$ cat src/hdl/tcm_pkg.sv
/*
 * Package for the 8-bit timer compare block: register indices, field
 * positions, mode and action encodings, reset values and carrier structs.
 * Assumes a single system clock and a plain synchronous register port.
 */
package tcm_pkg;

   localparam int DW     = 8;   // counter and compare width
   localparam int ADDR_W = 3;   // register port address width
   localparam int NCH    = 2;   // compare channels a and b

   // register indices on the plain register port
   localparam logic [ADDR_W-1:0] ADDR_CTRL_A = 3'h0;
   localparam logic [ADDR_W-1:0] ADDR_CTRL_B = 3'h1;
   localparam logic [ADDR_W-1:0] ADDR_COUNT  = 3'h2;
   localparam logic [ADDR_W-1:0] ADDR_CMP_A  = 3'h3;
   localparam logic [ADDR_W-1:0] ADDR_CMP_B  = 3'h4;
   localparam logic [ADDR_W-1:0] ADDR_FLAGS  = 3'h5;

   // control a: mode bits 1:0, action b at 5:4, action a at 7:6
   localparam int CA_MODE_LSB  = 0;
   localparam int CA_ACT_B_LSB = 4;
   localparam int CA_ACT_A_LSB = 6;
   // control b: clock source 2:0, mode bit 2 at 3, force strobes 6 and 7
   localparam int CB_CS_LSB     = 0;
   localparam int CB_MODE2_BIT  = 3;
   localparam int CB_FORCE_LSB  = 6;
   localparam logic [DW-1:0] CB_STORED_MASK = 8'h0F;
   // flags: overflow, match a, match b
   localparam int FLAG_OVF = 0;
   localparam int FLAG_MA  = 1;
   localparam int NFLAG    = 3;

   // waveform mode select encodings
   localparam logic [2:0] MODE_NORMAL    = 3'h0;
   localparam logic [2:0] MODE_CLR_MATCH = 3'h2;
   localparam logic [2:0] MODE_FAST_TOPA = 3'h7;
   localparam logic [2:0] MODE_PWM_MASK  = 3'h1;  // odd modes are pwm
   localparam int         MODE_TOPA_BIT  = 2;     // pwm toggle allowed

   // output action select encodings
   localparam logic [1:0] ACT_NONE   = 2'h0;
   localparam logic [1:0] ACT_TOGGLE = 2'h1;
   localparam logic [1:0] ACT_CLEAR  = 2'h2;
   localparam logic [1:0] ACT_SET    = 2'h3;

   localparam logic [2:0]    CS_STOP   = 3'h0;
   localparam logic [DW-1:0] CNT_MAX   = 8'hFF;
   localparam logic [DW-1:0] CNT_BOT   = 8'h00;
   localparam logic [DW-1:0] REG_RST   = 8'h00;
   localparam logic          OUT_RST   = 1'b0;

   // one register port request
   typedef struct packed {
      logic [ADDR_W-1:0] addr;
      logic [DW-1:0]     wdata;
      logic              wr;
      logic              rd;
   } tcm_bus_t;

   // one compare pin: value and active-low output enable
   typedef struct packed {
      logic value;
      logic oe_b;
   } tcm_pin_t;

endpackage

$ cat src/hdl/tcm_cmp_chan.sv
/*
 * One compare channel: buffer stage, active compare register, match
 * detect and the compare output register with its set/clear/toggle logic.
 * Assumes tick is a one-cycle timer clock enable on core_clk.
 */
module tcm_cmp_chan
   import tcm_pkg::*;
#(
   parameter int W = DW
) (
   input  wire logic         core_clk,     // system clock
   input  wire logic         rst_b,        // async reset, active low
   input  wire logic         wr_stb,       // software writes compare value
   input  wire logic [W-1:0] wr_data,      // value written
   input  wire logic         buffered,     // pwm mode: buffer in front
   input  wire logic         reload,       // top or bottom reached
   input  wire logic [W-1:0] count_value,  // present counter value
   input  wire logic         tick,         // timer clock enable
   input  wire logic         blocked,      // counter was just written
   input  wire logic [1:0]   action_sel,   // output action select
   input  wire logic         force_stb,    // force compare strobe
   input  wire logic         toggle_ok,    // pwm toggle allowed
   output logic [W-1:0]      read_value,   // what software reads back
   output logic [W-1:0]      active_value, // value the comparator uses
   output logic              match_hit,    // unblocked match this tick
   output logic              out_reg_q     // compare output register
);
   logic [W-1:0] buf_reg, buf_next, act_reg, act_next;
   logic         out_reg, out_next, nonpwm_evt;

   // writes land in the buffer while buffering, else go straight through
   assign buf_next     = wr_stb ? wr_data : buf_reg;
   assign act_next     = (!buffered && wr_stb) ? wr_data :
                         (buffered && reload)  ? buf_reg : act_reg;
   assign read_value   = buffered ? buf_reg : act_reg;
   assign active_value = act_reg;
   assign match_hit    = tick && !blocked && (count_value == act_reg);
   // a force acts only outside pwm and never reaches the match flag
   assign nonpwm_evt   = !buffered && (match_hit || force_stb);

   // action select is read live, so a new setting acts at the next match
   always_comb begin
      out_next = out_reg;
      if (nonpwm_evt) begin
         unique case (action_sel)
            ACT_NONE:   out_next = out_reg;
            ACT_TOGGLE: out_next = !out_reg;
            ACT_CLEAR:  out_next = 1'b0;
            ACT_SET:    out_next = 1'b1;
         endcase
      end else if (buffered) begin
         unique case (action_sel)
            ACT_NONE:   out_next = out_reg;
            ACT_TOGGLE: out_next = (match_hit && toggle_ok) ? !out_reg : out_reg;
            ACT_CLEAR:  out_next = match_hit ? 1'b0 : (reload ? 1'b1 : out_reg);
            ACT_SET:    out_next = match_hit ? 1'b1 : (reload ? 1'b0 : out_reg);
         endcase
      end
   end

   // mode changes never touch out_reg; reset clears it
   always_ff @(posedge core_clk or negedge rst_b) begin
      if (!rst_b) begin
         buf_reg <= REG_RST;
         act_reg <= REG_RST;
         out_reg <= OUT_RST;
      end else begin
         buf_reg <= buf_next;
         act_reg <= act_next;
         out_reg <= out_next;
      end
   end
   assign out_reg_q = out_reg;
endmodule

$ cat src/hdl/tcm_pin_mux.sv
/*
 * Port override for one compare pin: picks compare output or general port
 * value and passes the port direction bit through, both registered.
 * Assumes the port logic supplies value and direction on core_clk.
 */
module tcm_pin_mux
   import tcm_pkg::*;
(
   input  wire logic       core_clk,   // system clock
   input  wire logic       rst_b,      // async reset, active low
   input  wire logic [1:0] action_sel, // output action select
   input  wire logic       cmp_out,    // compare output register
   input  wire logic       port_value, // general port output value
   input  wire logic       dir_out,    // pin direction bit, 1 = output
   output tcm_pin_t        pin         // registered pin drive
);
   logic     override;
   tcm_pin_t pin_next;

   // override follows action select only, never the waveform mode
   assign override       = (action_sel != ACT_NONE);
   assign pin_next.value = override ? cmp_out : port_value;
   assign pin_next.oe_b  = !dir_out;

   always_ff @(posedge core_clk or negedge rst_b) begin
      if (!rst_b) pin <= '{value: OUT_RST, oe_b: 1'b1};
      else        pin <= pin_next;
   end
endmodule

$ cat src/hdl/tcm_timer.sv
/*
 * 8-bit timer/counter compare block: counter in normal and clear-on-match
 * modes, two compare channels, overflow and match flags, pin override and
 * a plain register port.
 * Assumes timer_tick comes from the prescaler as a one-cycle enable on
 * core_clk, and that the port logic supplies pin value and direction.
 */
// Summary of operation
// - compare values are buffered in pwm modes, direct in normal and clear-on-match
// - buffered compare value moves to active register at top or bottom only
// - software compare access hits the buffer when buffering, else active register
// - force strobe acts on output per action select outside pwm modes only, no flag, no counter change
// - counter write blocks every compare match in the next timer tick
// - compare output register keeps its value across mode changes
// - action select is unbuffered and acts from the next match
// - reset clears the compare output register to zero
// - nonzero action select puts compare output on pin, direction stays with port
// - pin override depends on action select only, not on mode
// - action select zero leaves compare output unchanged at matches
// - mode bits set counting; action bits pick set, clear, toggle or polarity
// - normal mode counts up, never clears, wraps from ff to 00
// - normal mode sets overflow flag in the tick the counter becomes zero
// - clear-on-match mode clears counter when it matches compare value a
// - clear-on-match mode sets match flag a each time top is reached
// - top is unbuffered; a top below count runs on through ff and 00
// - toggle action in clear-on-match toggles output a on every match
// - output frequency is clock over two times prescale times one plus top
// - clear-on-match mode sets overflow flag when counter passes ff to 00, except when top is ff
// - match sets its flag one core_clk cycle later; ack or written one clears it
// - counter write beats any clear or count in the same cycle
// - clock source zero stops the counter, software access stays open
module tcm_timer
   import tcm_pkg::*;
#(
   parameter int W = DW
) (
   input  wire logic               core_clk,       // system clock, 50 MHz
   input  wire logic               rst_b,          // async reset, active low
   input  wire tcm_pkg::tcm_bus_t  bus,            // register port request
   output logic [W-1:0]            rd_data,        // read data, one cycle late
   input  wire logic               timer_tick,     // prescaler enable pulse
   input  wire logic [NFLAG-1:0]   flag_ack,       // interrupt serviced, per flag
   input  wire logic [NCH-1:0]     port_value,     // general port output values
   input  wire logic [NCH-1:0]     compare_pin_direction_bit, // 1 = output
   output tcm_pkg::tcm_pin_t [NCH-1:0] compare_pin, // pin drive, a is index 0
   output logic [NFLAG-1:0]        flag_q          // overflow, match a, match b
);
   import tcm_pkg::*;

   // software-visible control state
   logic [W-1:0]       ctrl_a_reg, ctrl_a_next;
   logic [W-1:0]       ctrl_b_reg, ctrl_b_next;
   logic [W-1:0]       counter_value_reg, counter_value_next;
   logic [NFLAG-1:0]   flag_reg, flag_next;
   logic [W-1:0]       rd_data_reg, rd_data_next;
   logic               block_reg, block_next;

   // decoded fields
   logic [2:0]         waveform_mode_select;
   logic [2:0]         clock_source_select;
   logic [1:0]         output_action_select [NCH];
   logic [NCH-1:0]     force_compare_strobe;
   logic               pwm_mode, clear_on_match_mode, top_is_a, toggle_ok;

   // register port decode
   logic               wr_ctrl_a, wr_ctrl_b, wr_count, wr_flags;
   logic [NCH-1:0]     wr_cmp;
   logic [W-1:0]       rd_mux;

   // counter control
   logic               tick, at_max, top_clear, wrap_evt, ovf_set;
   logic [NCH-1:0]     match_hit, cmp_out;
   logic [W-1:0]       cmp_read [NCH];
   logic [W-1:0]       cmp_active [NCH];
   logic [NFLAG-1:0]   flag_set, flag_clr;

   // write strobes per register
   assign wr_ctrl_a = bus.wr && (bus.addr == ADDR_CTRL_A);
   assign wr_ctrl_b = bus.wr && (bus.addr == ADDR_CTRL_B);
   assign wr_count  = bus.wr && (bus.addr == ADDR_COUNT);
   assign wr_flags  = bus.wr && (bus.addr == ADDR_FLAGS);
   assign wr_cmp[0] = bus.wr && (bus.addr == ADDR_CMP_A);
   assign wr_cmp[1] = bus.wr && (bus.addr == ADDR_CMP_B);

   // force bits are strobes only; they are never stored
   assign ctrl_a_next = wr_ctrl_a ? bus.wdata : ctrl_a_reg;
   assign ctrl_b_next = wr_ctrl_b ? (bus.wdata & CB_STORED_MASK) : ctrl_b_reg;
   assign force_compare_strobe = wr_ctrl_b ? bus.wdata[CB_FORCE_LSB +: NCH] : '0;

   // mode and action fields out of the control registers
   assign waveform_mode_select = {ctrl_b_reg[CB_MODE2_BIT], ctrl_a_reg[CA_MODE_LSB +: 2]};
   assign clock_source_select  = ctrl_b_reg[CB_CS_LSB +: 3];
   assign output_action_select[0] = ctrl_a_reg[CA_ACT_A_LSB +: 2];
   assign output_action_select[1] = ctrl_a_reg[CA_ACT_B_LSB +: 2];

   // mode bits alone pick the counting sequence; action bits never do
   assign pwm_mode            = |(waveform_mode_select & MODE_PWM_MASK);
   assign clear_on_match_mode = (waveform_mode_select == MODE_CLR_MATCH);
   assign top_is_a            = clear_on_match_mode ||
                                (waveform_mode_select == MODE_FAST_TOPA);
   assign toggle_ok           = waveform_mode_select[MODE_TOPA_BIT];

   // the timer clock is a gated enable, dead while no source is selected
   assign tick = timer_tick && (clock_source_select != CS_STOP);

   // top clear uses the active compare a in clear-on-match and fast top-a modes, live and unbuffered in
   // clear-on-match; a top written below the count simply misses and the counter runs on to max and wraps
   assign at_max    = (counter_value_reg == CNT_MAX);
   // clearing at top sets the output period: two times prescale times top+1
   assign top_clear = top_is_a && match_hit[0];
   assign wrap_evt  = !wr_count && tick && (top_clear || at_max);

   // overflow when the count passes max to zero; a top clear is not one
   assign ovf_set = !wr_count && tick && at_max && !top_clear;

   // a software write wins over clear and count in the same cycle
   always_comb begin
      counter_value_next = counter_value_reg;
      if (wr_count) begin
         counter_value_next = bus.wdata;
      end else if (tick) begin
         if (top_clear) begin
            counter_value_next = CNT_BOT;
         end else begin
            counter_value_next = counter_value_reg + 8'h01;
         end
      end
   end

   // blocking lasts until the next tick, however long the clock is stopped
   assign block_next = wr_count ? 1'b1 : (tick ? 1'b0 : block_reg);

   // flag set and clear terms; a set in the clearing cycle survives
   assign flag_set[FLAG_OVF]       = ovf_set;
   assign flag_set[FLAG_MA +: NCH] = match_hit;
   assign flag_clr  = flag_ack | (wr_flags ? bus.wdata[NFLAG-1:0] : '0);
   assign flag_next = flag_set | (flag_reg & ~flag_clr);

   // read mux; unmapped addresses read zero
   always_comb begin
      rd_mux = REG_RST;
      unique case (bus.addr)
         ADDR_CTRL_A: rd_mux = ctrl_a_reg;
         ADDR_CTRL_B: rd_mux = ctrl_b_reg;
         ADDR_COUNT:  rd_mux = counter_value_reg;
         ADDR_CMP_A:  rd_mux = cmp_read[0];
         ADDR_CMP_B:  rd_mux = cmp_read[1];
         ADDR_FLAGS:  rd_mux = {{(W-NFLAG){1'b0}}, flag_reg};
         default:     rd_mux = REG_RST;
      endcase
   end
   // read data stands only in the cycle after the strobe
   assign rd_data_next = bus.rd ? rd_mux : REG_RST;

   // control and state registers
   always_ff @(posedge core_clk or negedge rst_b) begin
      if (!rst_b) begin
         ctrl_a_reg        <= REG_RST;
         ctrl_b_reg        <= REG_RST;
         counter_value_reg <= REG_RST;
         flag_reg          <= '0;
         rd_data_reg       <= REG_RST;
         block_reg         <= 1'b0;
      end else begin
         ctrl_a_reg        <= ctrl_a_next;
         ctrl_b_reg        <= ctrl_b_next;
         counter_value_reg <= counter_value_next;
         flag_reg          <= flag_next;
         rd_data_reg       <= rd_data_next;
         block_reg         <= block_next;
      end
   end
   assign rd_data = rd_data_reg;
   assign flag_q  = flag_reg;

   // one compare channel and one pin override per output
   for (genvar ch = 0; ch < NCH; ch++) begin : g_chan
      tcm_cmp_chan #(.W(W)) u_chan (
         .core_clk     (core_clk),
         .rst_b        (rst_b),
         .wr_stb       (wr_cmp[ch]),
         .wr_data      (bus.wdata),
         .buffered     (pwm_mode),
         .reload       (wrap_evt),
         .count_value  (counter_value_reg),
         .tick         (tick),
         .blocked      (block_reg),
         .action_sel   (output_action_select[ch]),
         .force_stb    (force_compare_strobe[ch]),
         .toggle_ok    (toggle_ok && (ch == 0)),
         .read_value   (cmp_read[ch]),
         .active_value (cmp_active[ch]),
         .match_hit    (match_hit[ch]),
         .out_reg_q    (cmp_out[ch])
      );
      tcm_pin_mux u_pin (
         .core_clk   (core_clk),
         .rst_b      (rst_b),
         .action_sel (output_action_select[ch]),
         .cmp_out    (cmp_out[ch]),
         .port_value (port_value[ch]),
         .dir_out    (compare_pin_direction_bit[ch]),
         .pin        (compare_pin[ch])
      );
   end
endmodule

$ cat config.mk
export PLATFORM = sky130hd
export DESIGN_NAME = tcm_timer
export DESIGN_NICKNAME = d
export VERILOG_FILES = /design/src/hdl/tcm_pkg.sv /design/src/hdl/tcm_cmp_chan.sv /design/src/hdl/tcm_pin_mux.sv /design/src/hdl/tcm_timer.sv
export SDC_FILE = /design/constraint.sdc
export NUM_CORES = 1
export LEC_CHECK = 0
export BUFFER_PORTS_ARGS = -buffer_cell sky130_fd_sc_hd__buf_4
export CAP_MARGIN = 20
export CORE_MARGIN = 8
export CORE_UTILIZATION = 54
export DETAILED_ROUTE_END_ITERATION = 6
export PLACE_DENSITY = 0.74
export SLEW_MARGIN = 20
export SYNTH_ARGS = -nofsm -noshare
export SYNTH_HDL_FRONTEND = slang
export SYNTH_SLANG_ARGS = --single-unit
$ cat constraint.sdc
create_clock -name core_clk -period 2.2 [get_ports core_clk]
set_input_delay 0.11 -clock core_clk [delete_from_list [all_inputs] [get_ports core_clk]]
set_output_delay 0.11 -clock core_clk [all_outputs]
set_load 0.005 [all_outputs]
=== After elaboration in Yosys (flattened, before gate mapping) ===
Index checks and enable logic that the tools add are counted.

* Reductions and logical operators: 47
* Muxes and demuxes: 32
* Shifts and indexed selects: 0
* $mul: 0
* Divide/modulo/power cells: 0
* Equality and inequality tests: 23
* $lt $le $gt $ge: 0
* Add/sub/neg operators: 1
* Bitwise logic cells: 5

{| class="wikitable"
|+ Operators by type and width
! kind !! number
|-
| two-way mux 8 bit || 10
|-
| one-hot mux 8 bit (6 select lines) || 1
|-
| logical AND 1 bit || 21
|-
| equality test 8 bit || 2
|-
| two-way mux 1 bit || 15
|-
| nonzero test 2 bit || 7
|-
| AND reduction 5 bit || 2
|-
| equality test 3 x 2 -> 1 bit (second input constant) || 3
|-
| equality test 3 bit (second input constant) || 3
|-
| one-hot mux 1 bit (3 select lines) || 3
|-
| adder 8 x 1 -> 8 bit (second input constant) || 1
|-
| equality test 2 bit (second input constant) || 4
|-
| equality test 8 bit (second input constant) || 1
|-
| zero test 1 bit || 8
|-
| inequality test 4 x 1 -> 1 bit (second input constant) || 2
|-
| inequality test 4 x 2 -> 1 bit (second input constant) || 2
|-
| bitwise OR 3 bit || 2
|-
| equality test 2 x 1 -> 1 bit (second input constant) || 2
|-
| zero test 2 bit || 2
|-
| logical OR 1 bit || 4
|-
| AND 3 bit || 1
|-
| equality test 3 x 1 -> 1 bit (second input constant) || 1
|-
| zero test 3 bit || 1
|-
| two-way mux 3 bit || 1
|-
| 9 further kinds || 9
|}

* Input port bits: 23
* Bits in writable memories: 0
* Logic and storage cells: 124
* Output and inout port bits: 15
* Flip-flop bits (word level): 70
* Memory bits (read-only): 0
* Memories: 0
* Bits in latches: 0

=== Logic depth before layout (Yosys ltp) ===
Gate-level depths: netlist of run 1.

* Word-level depth: 12
* Mapped depth: 9
* Depth with buffers taken out: 7

=== Cells and area by module ===
A second synthesis of run 1 with hierarchy kept.

* Cell total of the unflattened synthesis: 394
* Area, all modules: 4127.7 µm²

{| class="wikitable"
|+ Modules (own cells, without submodules)
! module !! cells an instance !! area each (µm²) !! sequential area each (µm²) !! times used
|-
| tcm_timer || 182 || 1840.5 || 800.8 || 1
|-
| tcm_cmp_chan (g_chan[1].u_chan) || 102 || 1089.8 || 425.4 || 1
|-
| tcm_cmp_chan (g_chan[0].u_chan) || 100 || 1057.3 || 425.4 || 1
|-
| tcm_pin_mux || 5 || 70.1 || 51.3 || 2
|}

=== Worst setup path before layout of run 1 ===
Ideal clock, no wire load.

* Path kind: register to register
* From: reg counter_value_reg[0]
* To: reg g_chan[0].u_chan.act_reg[5]
* Setup slack: 102 ps
* Path buffers: 2
* Required time: 2063 ps
* Setup time: 137 ps
* Stages on the path, launching flop included: 10
* Clock period less this slack: 2098 ps
* Data arrival time: 1961 ps
* Cell sequence: dfrtp_1 > ha_1 > and4_1 > nand4_1 > or3_4 > a21boi_2 > buf_6 > buf_12 > mux2i_1 > a21oi_1

* Longest elaborated chain between the ends: 7
* Elaborated cells on any way between the ends: 8
* Classes of those cells: eq/ne (2); reduce/logical (6)

{| class="wikitable"
|+ Ends and longest elaborated chain
! item !! RTL line !! RTL
|-
| start: declaration || tcm_timer.sv:53 || <nowiki>logic [W-1:0] counter_value_reg, counter_value_next;</nowiki>
|-
| start signal: assignment || tcm_timer.sv:167 || <nowiki>counter_value_reg <= counter_value_next;</nowiki>
|-
| equality test 8 bit || tcm_cmp_chan.sv:37 || <nowiki>assign match_hit = tick && !blocked && (count_value == act_reg);</nowiki>
|-
| logical AND 1 bit || tcm_cmp_chan.sv:37 ||
|-
| logical AND 1 bit || tcm_timer.sv:110 || <nowiki>assign top_clear = top_is_a && match_hit[0];</nowiki>
|-
| logical OR 1 bit (*) || tcm_timer.sv:111 || <nowiki>assign wrap_evt = !wr_count && tick && (top_clear || at_max);</nowiki>
|-
| logical AND 1 bit (*) || tcm_timer.sv:111 ||
|-
| logical AND 1 bit (*) || tcm_cmp_chan.sv:34 || <nowiki>(buffered && reload) ? buf_reg : act_reg;</nowiki>
|-
| nonzero test 2 bit (no source line) (*) || - ||
|-
| end signal: assignment || tcm_cmp_chan.sv:69 || <nowiki>act_reg <= act_next;</nowiki>
|-
| end: declaration || tcm_cmp_chan.sv:28 || <nowiki>logic [W-1:0] buf_reg, buf_next, act_reg, act_next;</nowiki>
|}

Mark *: on every way between the ends. The rest lies on a longest branch, timed or not.
A chain may end at the register's enable or synchronous reset.

=== Final worst setup path of run 1 ===
* From: reg counter_value_reg[1]
* To: reg counter_value_reg[5]

* Longest elaborated chain between the ends: 6
* Elaborated cells on any way between the ends: 7
* Classes of those cells: add/sub (1); eq/ne (1); mux (3); reduce/logical (2)

{| class="wikitable"
|+ Ends and longest elaborated chain
! item !! RTL line !! RTL
|-
| branches (longest 3 deep; another with adder 8 x 1 -> 8 bit) || - ||
|-
| two-way mux 8 bit (*) || tcm_timer.sv:122 || <nowiki>if (top_clear) begin</nowiki>
|-
| two-way mux 8 bit (*) || tcm_timer.sv:121 || <nowiki>end else if (tick) begin</nowiki>
|-
| two-way mux 8 bit (*) || tcm_timer.sv:119 || <nowiki>if (wr_count) begin</nowiki>
|}

Mark *: on every way between the ends. The select of a mux whose other input is x is not followed.

==> results.toml, run 1 <==
[run_status]
status = "finished, final reports clean"

[clocking]
cts_root_buf = "clkbuf_8"
cts.sinks = 70
insertion_delay_ns = 0.35
cts_max_path_buffers = 2
htree_levels = 3
cts_buffers = 9
cts.clk_slew.worst_paths_ns = 0.08
cts_tree = "built"

[global_routing]
overflow = 0
track_usage_pct = 22.4
grt_pass1_wl_um = 17500
grt_pass1_vias = 3229
grt_max_degree = 71
antenna_found_initial = 0

[route]
drc = 0
drtIter0Drc = 182
dr.pass1.iters = 5
ant_nets = 0
vias_per_cell = 6.06
postRouteWirelength_um = 10700
via_count = 3207
wire_per_inst_um = 20.2

[die]
initial_core_util_pct = 54.8
io_pins = 38
design.core.area_mm2 = 0.00714
fp-row-count = 31
die_h_um = 101
die_w_um = 101
die_area_mm2 = 0.0102

[synth]
syn_nets = 406
yosysWarnings = 0
syn_inst = 382
synth_common_cells = "68 x dfrtp_1, 30 x nand2_1, 25 x a21oi_1"
synth-seq-cells = 70
synth_top_cell_by_area = "dfrtp_1"
ys_types = 55
avgSynthCellArea_um2 = 10.2
synth_area_mm2 = 0.00391
synth_edf_count = 0
synth_area_leaders = "dfrtp_1 44%, mux2_2 5.8%, mux2i_1 4.9%, xnor2_1 3.8%, a211oi_1 3.6%"
synth_most_common_cell = "dfrtp_1"
async_flop_share_pct = 100
seq_area_frac_synth_pct = 44.9
synth_ff_type = "dfrtp_1"
yosysTopAreaCellShare_pct = 43.5

[pwr]
leakage_nw = 2.18
power_density_mw_per_mm2 = 1040
ir_worst_vdd_v = 0.000552

[final_layout]
layout-drive-gt1-share_pct = 25.3
fin_cells = 529
seq_area_mm2 = 0.00176
fin_area_mm2 = 0.00459
n_antenna_cell = 0
area_growth_pct = 17.4
multiInputGateArea_mm2 = 0.00195
final.fill_count = 618
nNetsFinal = 449

[placement]
dp_cells = 505
gp_congestion = 0.874
io_buffer_count = 37
placed_cell_area_mm2 = 0.00428
dp_hpwl_um = 7540

[sta]
slew_headroom_pct = 41.2
rsz0062_at_grt = "false"
finalSetupViolCount = 0
final-max-slew-violation-count = 0
hold_viol_final = 0
setup_tns_ns = 0
fin_skew_ns = 0.0119
max_slew.worst_pin.slew_ns = 0.881
fin_crit_ns = 2.11
hold_ws_ns = 0.0291
post-route-period-util_pct = 96.1
clock.fmax_mhz = 473

[min_path]
hold_class = "in -> reg"
min-delay-start = "bus[5]"

[worst_setup_path]
critical_path.top_delay_family = "simple AND/OR/NAND/NOR gates"
r2r_slack_ns = 0.09
cp-startpoint = "counter_value_reg[1]"
crit_chain = "buf_4 > xnor2_1 > nand4_1 > or3_4 > o21ai_4 > buf_4 > a21oi_1 > a221o_1"
cp-start-kind = "flop"
critPathMaxStageDelay_ns = 0.42
end_kind = "flop"
cp.arrival_ns = 2.35
critical_path_class = "reg -> reg"
cp_max_fo = 5
slowest_stage = "or3_4"
cpMostUsedCell = "buf_4"
worst-path-buf-inv = 2
worst_ep_required_time_ns = 2.43
timing.rr.start = "counter_value_reg[1]"

[job]
cap_violations = 0
## what timing repair did
action,4_1_cts,5_1_grt
resized for setup,0,6
hold buffers,6,0
setup endpoints to repair,0,20
endpoints found under the hold margin,73,0
setup buffers,0,2
## power by group
group / internal [mW] / switching [mW]
registers: 1.65 / 0.442
clock network: 0.667 / 0.486
logic: 0.805 / 0.714
total: 3.12 / 1.64
## worst register-to-register path: stages, from the launching register on
cell and delay [ns]:
dfrtp_1 0.39, buf_4 0.16, xnor2_1 0.17, nand4_1 0.21
or3_4 0.42, o21ai_4 0.17, buf_4 0.16, a21oi_1 0.05
a221o_1 0.27
## cell families (layout without fill, tap and decap cells)
| logic type | after synthesis | in the layout | share of synthesized area [%] |
|---|---|---|---|
| AO/OA/AOI/OAI | 115 | 115 | 20.9 |
| flip-flops | 70 | 70 | 44.9 |
| buffers and inverters | 41 | 89 | 5.79 |
| XOR/XNOR | 18 | 18 | 4.03 |
| multiplexers | 39 | 39 | 10.6 |
| adder cells (fa/ha/maj) | 1 | 1 | 0.320 |
| AND/OR/NAND/NOR | 98 | 98 | 13.4 |
## cell usage in the layout (no fill, tap or decap), types with 2 or more instances in the layout
cell type / n
nor2_1: 19
nor3_1: 3
nand3_1: 5
inv_1: 11
nand2_1: 30
clkinv_2: 2
a31oi_1: 3
nand3b_1: 2
a32oi_1: 2
o21ai_0: 11
clkbuf_8: 10
nand4_1: 6
or3_4: 2
a22oi_1: 10
nor3b_1: 2
mux2i_1: 19
buf_4: 54
a211oi_1: 19
and3_1: 17
dfrtp_1: 66
bufinv_16: 2
dlygate4sd3_1: 6
o211ai_1: 2
a31o_2: 2
o221ai_1: 2
a221oi_1: 10
and2_1: 2
mux2_2: 20
dfstp_2: 2
a221o_1: 2
a21oi_1: 25
clkbuf_1: 2
xnor2_1: 16
a21o_1: 17
buf_12: 2
dfrtp_2: 2
## worst paths after layout
kind                                                     to  cells after the start
max                                    counter_value_reg[5]                      8
min                                           ctrl_b_reg[3]                      3
max reg2reg                            counter_value_reg[5]                      8
min reg2reg                                       block_reg                      2
max in group asynchronous              counter_value_reg[3]                      2
min in group asynchronous  g_chan[1].u_chan.active_value[2]                      2
## metrics by stage
| step | util [%] | total power, mW | worst slack (ns) |
|---|---|---|---|
| after detailed placement | 59.9 | 3.58 | 0.0423 |
| after global routing | 64.3 | 5.05 | 0.00300 |
| after CTS | 63.8 | 4.76 | 0.0203 |
| after global placement | 59.9 | 3.55 | 0.0258 |
| final | 64.3 | 4.77 | 0.0857 |
| after floorplan | - | 3.10 | 0.102 |
## area by class of cell
type | count | share of cell area (%)
multi-input combinational | 271 | 42.4
clock buffer | 12 | 3.16
clock inverter | 4 | 1.53
sequential | 70 | 38.3
tap | 99 | 2.70
timing repair buffer | 62 | 11.0
inverter | 11 | 0.899
## metal layers
metal	GRT usage, %	wire (um)
met1	30.6	4720
met2	33.9	4880
met3	3.94	856
met4	9.39	235
met5	0	0
No activity file was read; power rests on OpenSTA's default activity.
==> run 2: changes to the inputs <==
--- a/config.mk
+++ b/config.mk
@@ -5,12 +5,15 @@
 export SDC_FILE = /design/constraint.sdc
 export NUM_CORES = 1
 export LEC_CHECK = 0
+export ABC_AREA = 1
 export BUFFER_PORTS_ARGS = -buffer_cell sky130_fd_sc_hd__buf_4
 export CAP_MARGIN = 20
+export CELL_PAD_IN_SITES_DETAIL_PLACEMENT = 0
+export CELL_PAD_IN_SITES_GLOBAL_PLACEMENT = 2
 export CORE_MARGIN = 8
-export CORE_UTILIZATION = 54
+export CORE_UTILIZATION = 31
 export DETAILED_ROUTE_END_ITERATION = 6
-export PLACE_DENSITY = 0.74
+export PLACE_DENSITY = 0.72
 export SLEW_MARGIN = 20
 export SYNTH_ARGS = -nofsm -noshare
 export SYNTH_HDL_FRONTEND = slang
==> results.toml, run 2 <==
[clocking]
cts_max_path_buffers = 2
insertion_delay_ns = 0.34
cts_tree = "built"
cts_buffers = 9
htree_levels = 3
cts_root_buf = "clkbuf_16"
cts.clk_slew.worst_paths_ns = 0.06
cts.sinks = 70

[die]
die_area_mm2 = 0.0165
design.core.area_mm2 = 0.0125
io_pins = 38
die_w_um = 128
initial_core_util_pct = 31.4
die_h_um = 128
fp-row-count = 41

[global_routing]
grt_max_degree = 43
antenna_found_initial = 0
grt_pass1_wl_um = 21400
track_usage_pct = 17.6
overflow = 0
grt_pass1_vias = 3588

[synth]
avgSynthCellArea_um2 = 7.63
synth-seq-cells = 70
synth_ff_type = "dfrtp_1"
async_flop_share_pct = 100
syn_nets = 538
synth_top_cell_by_area = "dfrtp_1"
syn_inst = 514
synth_area_leaders = "dfrtp_1 43%, nand2_1 15%, o21ai_0 7.8%, inv_1 5.5%, nor2_1 2.4%"
synth_most_common_cell = "nand2_1"
synth_edf_count = 0
ys_types = 38
yosysTopAreaCellShare_pct = 43.4
yosysWarnings = 0
synth_area_mm2 = 0.00392
synth_common_cells = "160 x nand2_1, 68 x dfrtp_1, 61 x o21ai_0"
seq_area_frac_synth_pct = 44.7

[placement]
dp_cells = 718
dp_hpwl_um = 10300
gp_congestion = 0.910
placed_cell_area_mm2 = 0.00439
io_buffer_count = 37

[worst_setup_path]
cp.arrival_ns = 2.24
cp_max_fo = 14
end_kind = "flop"
worst_ep_required_time_ns = 2.46
critical_path_class = "reg -> reg"
cp-start-kind = "flop"
r2r_slack_ns = 0.22

[final_layout]
area_growth_pct = 21.7
layout-drive-gt1-share_pct = 18.6
mostFrequentLayoutCells = "159 x nand2_1, 66 x dfrtp_1, 61 x o21ai_0, 57 x inv_1, 44 x buf_4"
fin_cells = 742
n_antenna_cell = 0
fin_area_mm2 = 0.00477
fin_util_pct = 38.3
nNetsFinal = 589
final_common_cell = "nand2_1"

[sta]
rsz0062_at_grt = "false"
finalSetupViolCount = 0
final-max-slew-violation-count = 0
setup_tns_ns = 0
fin_crit_ns = 1.98
slew_headroom_pct = 64.1
max_slew.worst_pin.slew_ns = 0.534
fin_skew_ns = 0.00702
hold_ws_ns = 0.0305
hold_viol_final = 0
post-route-period-util_pct = 89.8
clock.fmax_mhz = 506

[pwr]
leakage_nw = 2.25
ir_worst_vdd_v = 0.000357
power_density_mw_per_mm2 = 977

[job]
cap_violations = 0

[route]
postRouteWirelength_um = 13700
drc = 0
vias_per_cell = 4.85
via_count = 3602
ant_nets = 0
dr.pass1.iters = 5
wire_per_inst_um = 18.5
drtIter0Drc = 241

[min_path]
hold_class = "in -> reg"

[run_status]
status = "finished, final reports clean"
[run 2: routing by layer]
metal	global-route usage [%]	up-vias	wire (um)
met5	0	-	0
met4	6.29	0	250
met3	3.52	18	794
met2	27.1	91	6170
met1	24.0	1720	6530
li1	-	1773	-
[run 2: logic make-up (layout without fill, tap and decap cells)]
family | count (synthesis) | in the layout | share of synthesized area (%)
simple gates | 234 | 234 | 26.3
compound gates | 115 | 115 | 17.2
buf+inv | 84 | 140 | 9.13
flops | 70 | 70 | 44.7
xor+xnor | 10 | 10 | 2.23
fa+ha+maj | 1 | 1 | 0.319
[run 2: what timing repair did]
| item | 4_1_cts | 5_1_grt |
|---|---|---|
| hold buffers | 8 | 0 |
| hold endpoints to repair | 35 | 0 |
| buffers inserted | 0 | 0 |
| resized for setup | 0 | 4 |
| endpoints found under the setup margin | 0 | 16 |
[run 2: path summary, 6_finish.rpt]
path,cells after the start,startpoint,to
worst max-delay path,11,counter_value_reg[1],g_chan[1].u_chan.active_value[2]
worst min-delay path,3,bus[3],ctrl_b_reg[1]
worst max register to register,11,counter_value_reg[1],g_chan[1].u_chan.active_value[2]
worst min register to register,2,g_chan[0].u_chan.out_reg_q,g_chan[0].u_chan.out_reg_q
max in group asynchronous,3,rst_b,g_chan[0].u_pin.pin[0]
min in group asynchronous,2,rst_b,counter_value_reg[0]
[run 2: final cells by class]
cell class / instances / area, um2
Timing Repair Buffer: 53 / 430
Inverter: 71 / 267
Multi-Input combinational cell: 360 / 1820
Sequential cell: 70 / 1760
Fill cell: 1340 / 7690
Clock buffer: 11 / 233
Tap cell: 172 / 215
Clock inverter: 5 / 50.0
[run 2: worst max-delay path, stage by stage, from the launching register on]
cell and delay (ns):
dfrtp_2 0.45, ha_1 0.22, nand2_1 0.08, nor2_2 0.14, nand3_1 0.11, nor2_1 0.14, nand2_1 0.11, nand2_2 0.14
nand3_4 0.14, nand2_4 0.21, nand2_1 0.08, o21ai_0 0.07
[run 2: per-stage QoR]
step | power (mW) | setup slack, ns
floorplan | 2.71 | 0.538
global placement | 3.23 | 0.205
detailed placement | 3.23 | 0.157
CTS | 4.69 | 0.124
global route | 4.96 | 0.00459
finish | 4.66 | 0.224
[run 2: power breakdown]
part	leakage, nW	total (mW)	switching [mW]	internal (mW)
clock network	0.143	1.43	0.561	0.870
logic	1.23	1.33	0.819	0.514
registers	0.880	1.90	0.322	1.57
total	2.25	4.66	1.70	2.96
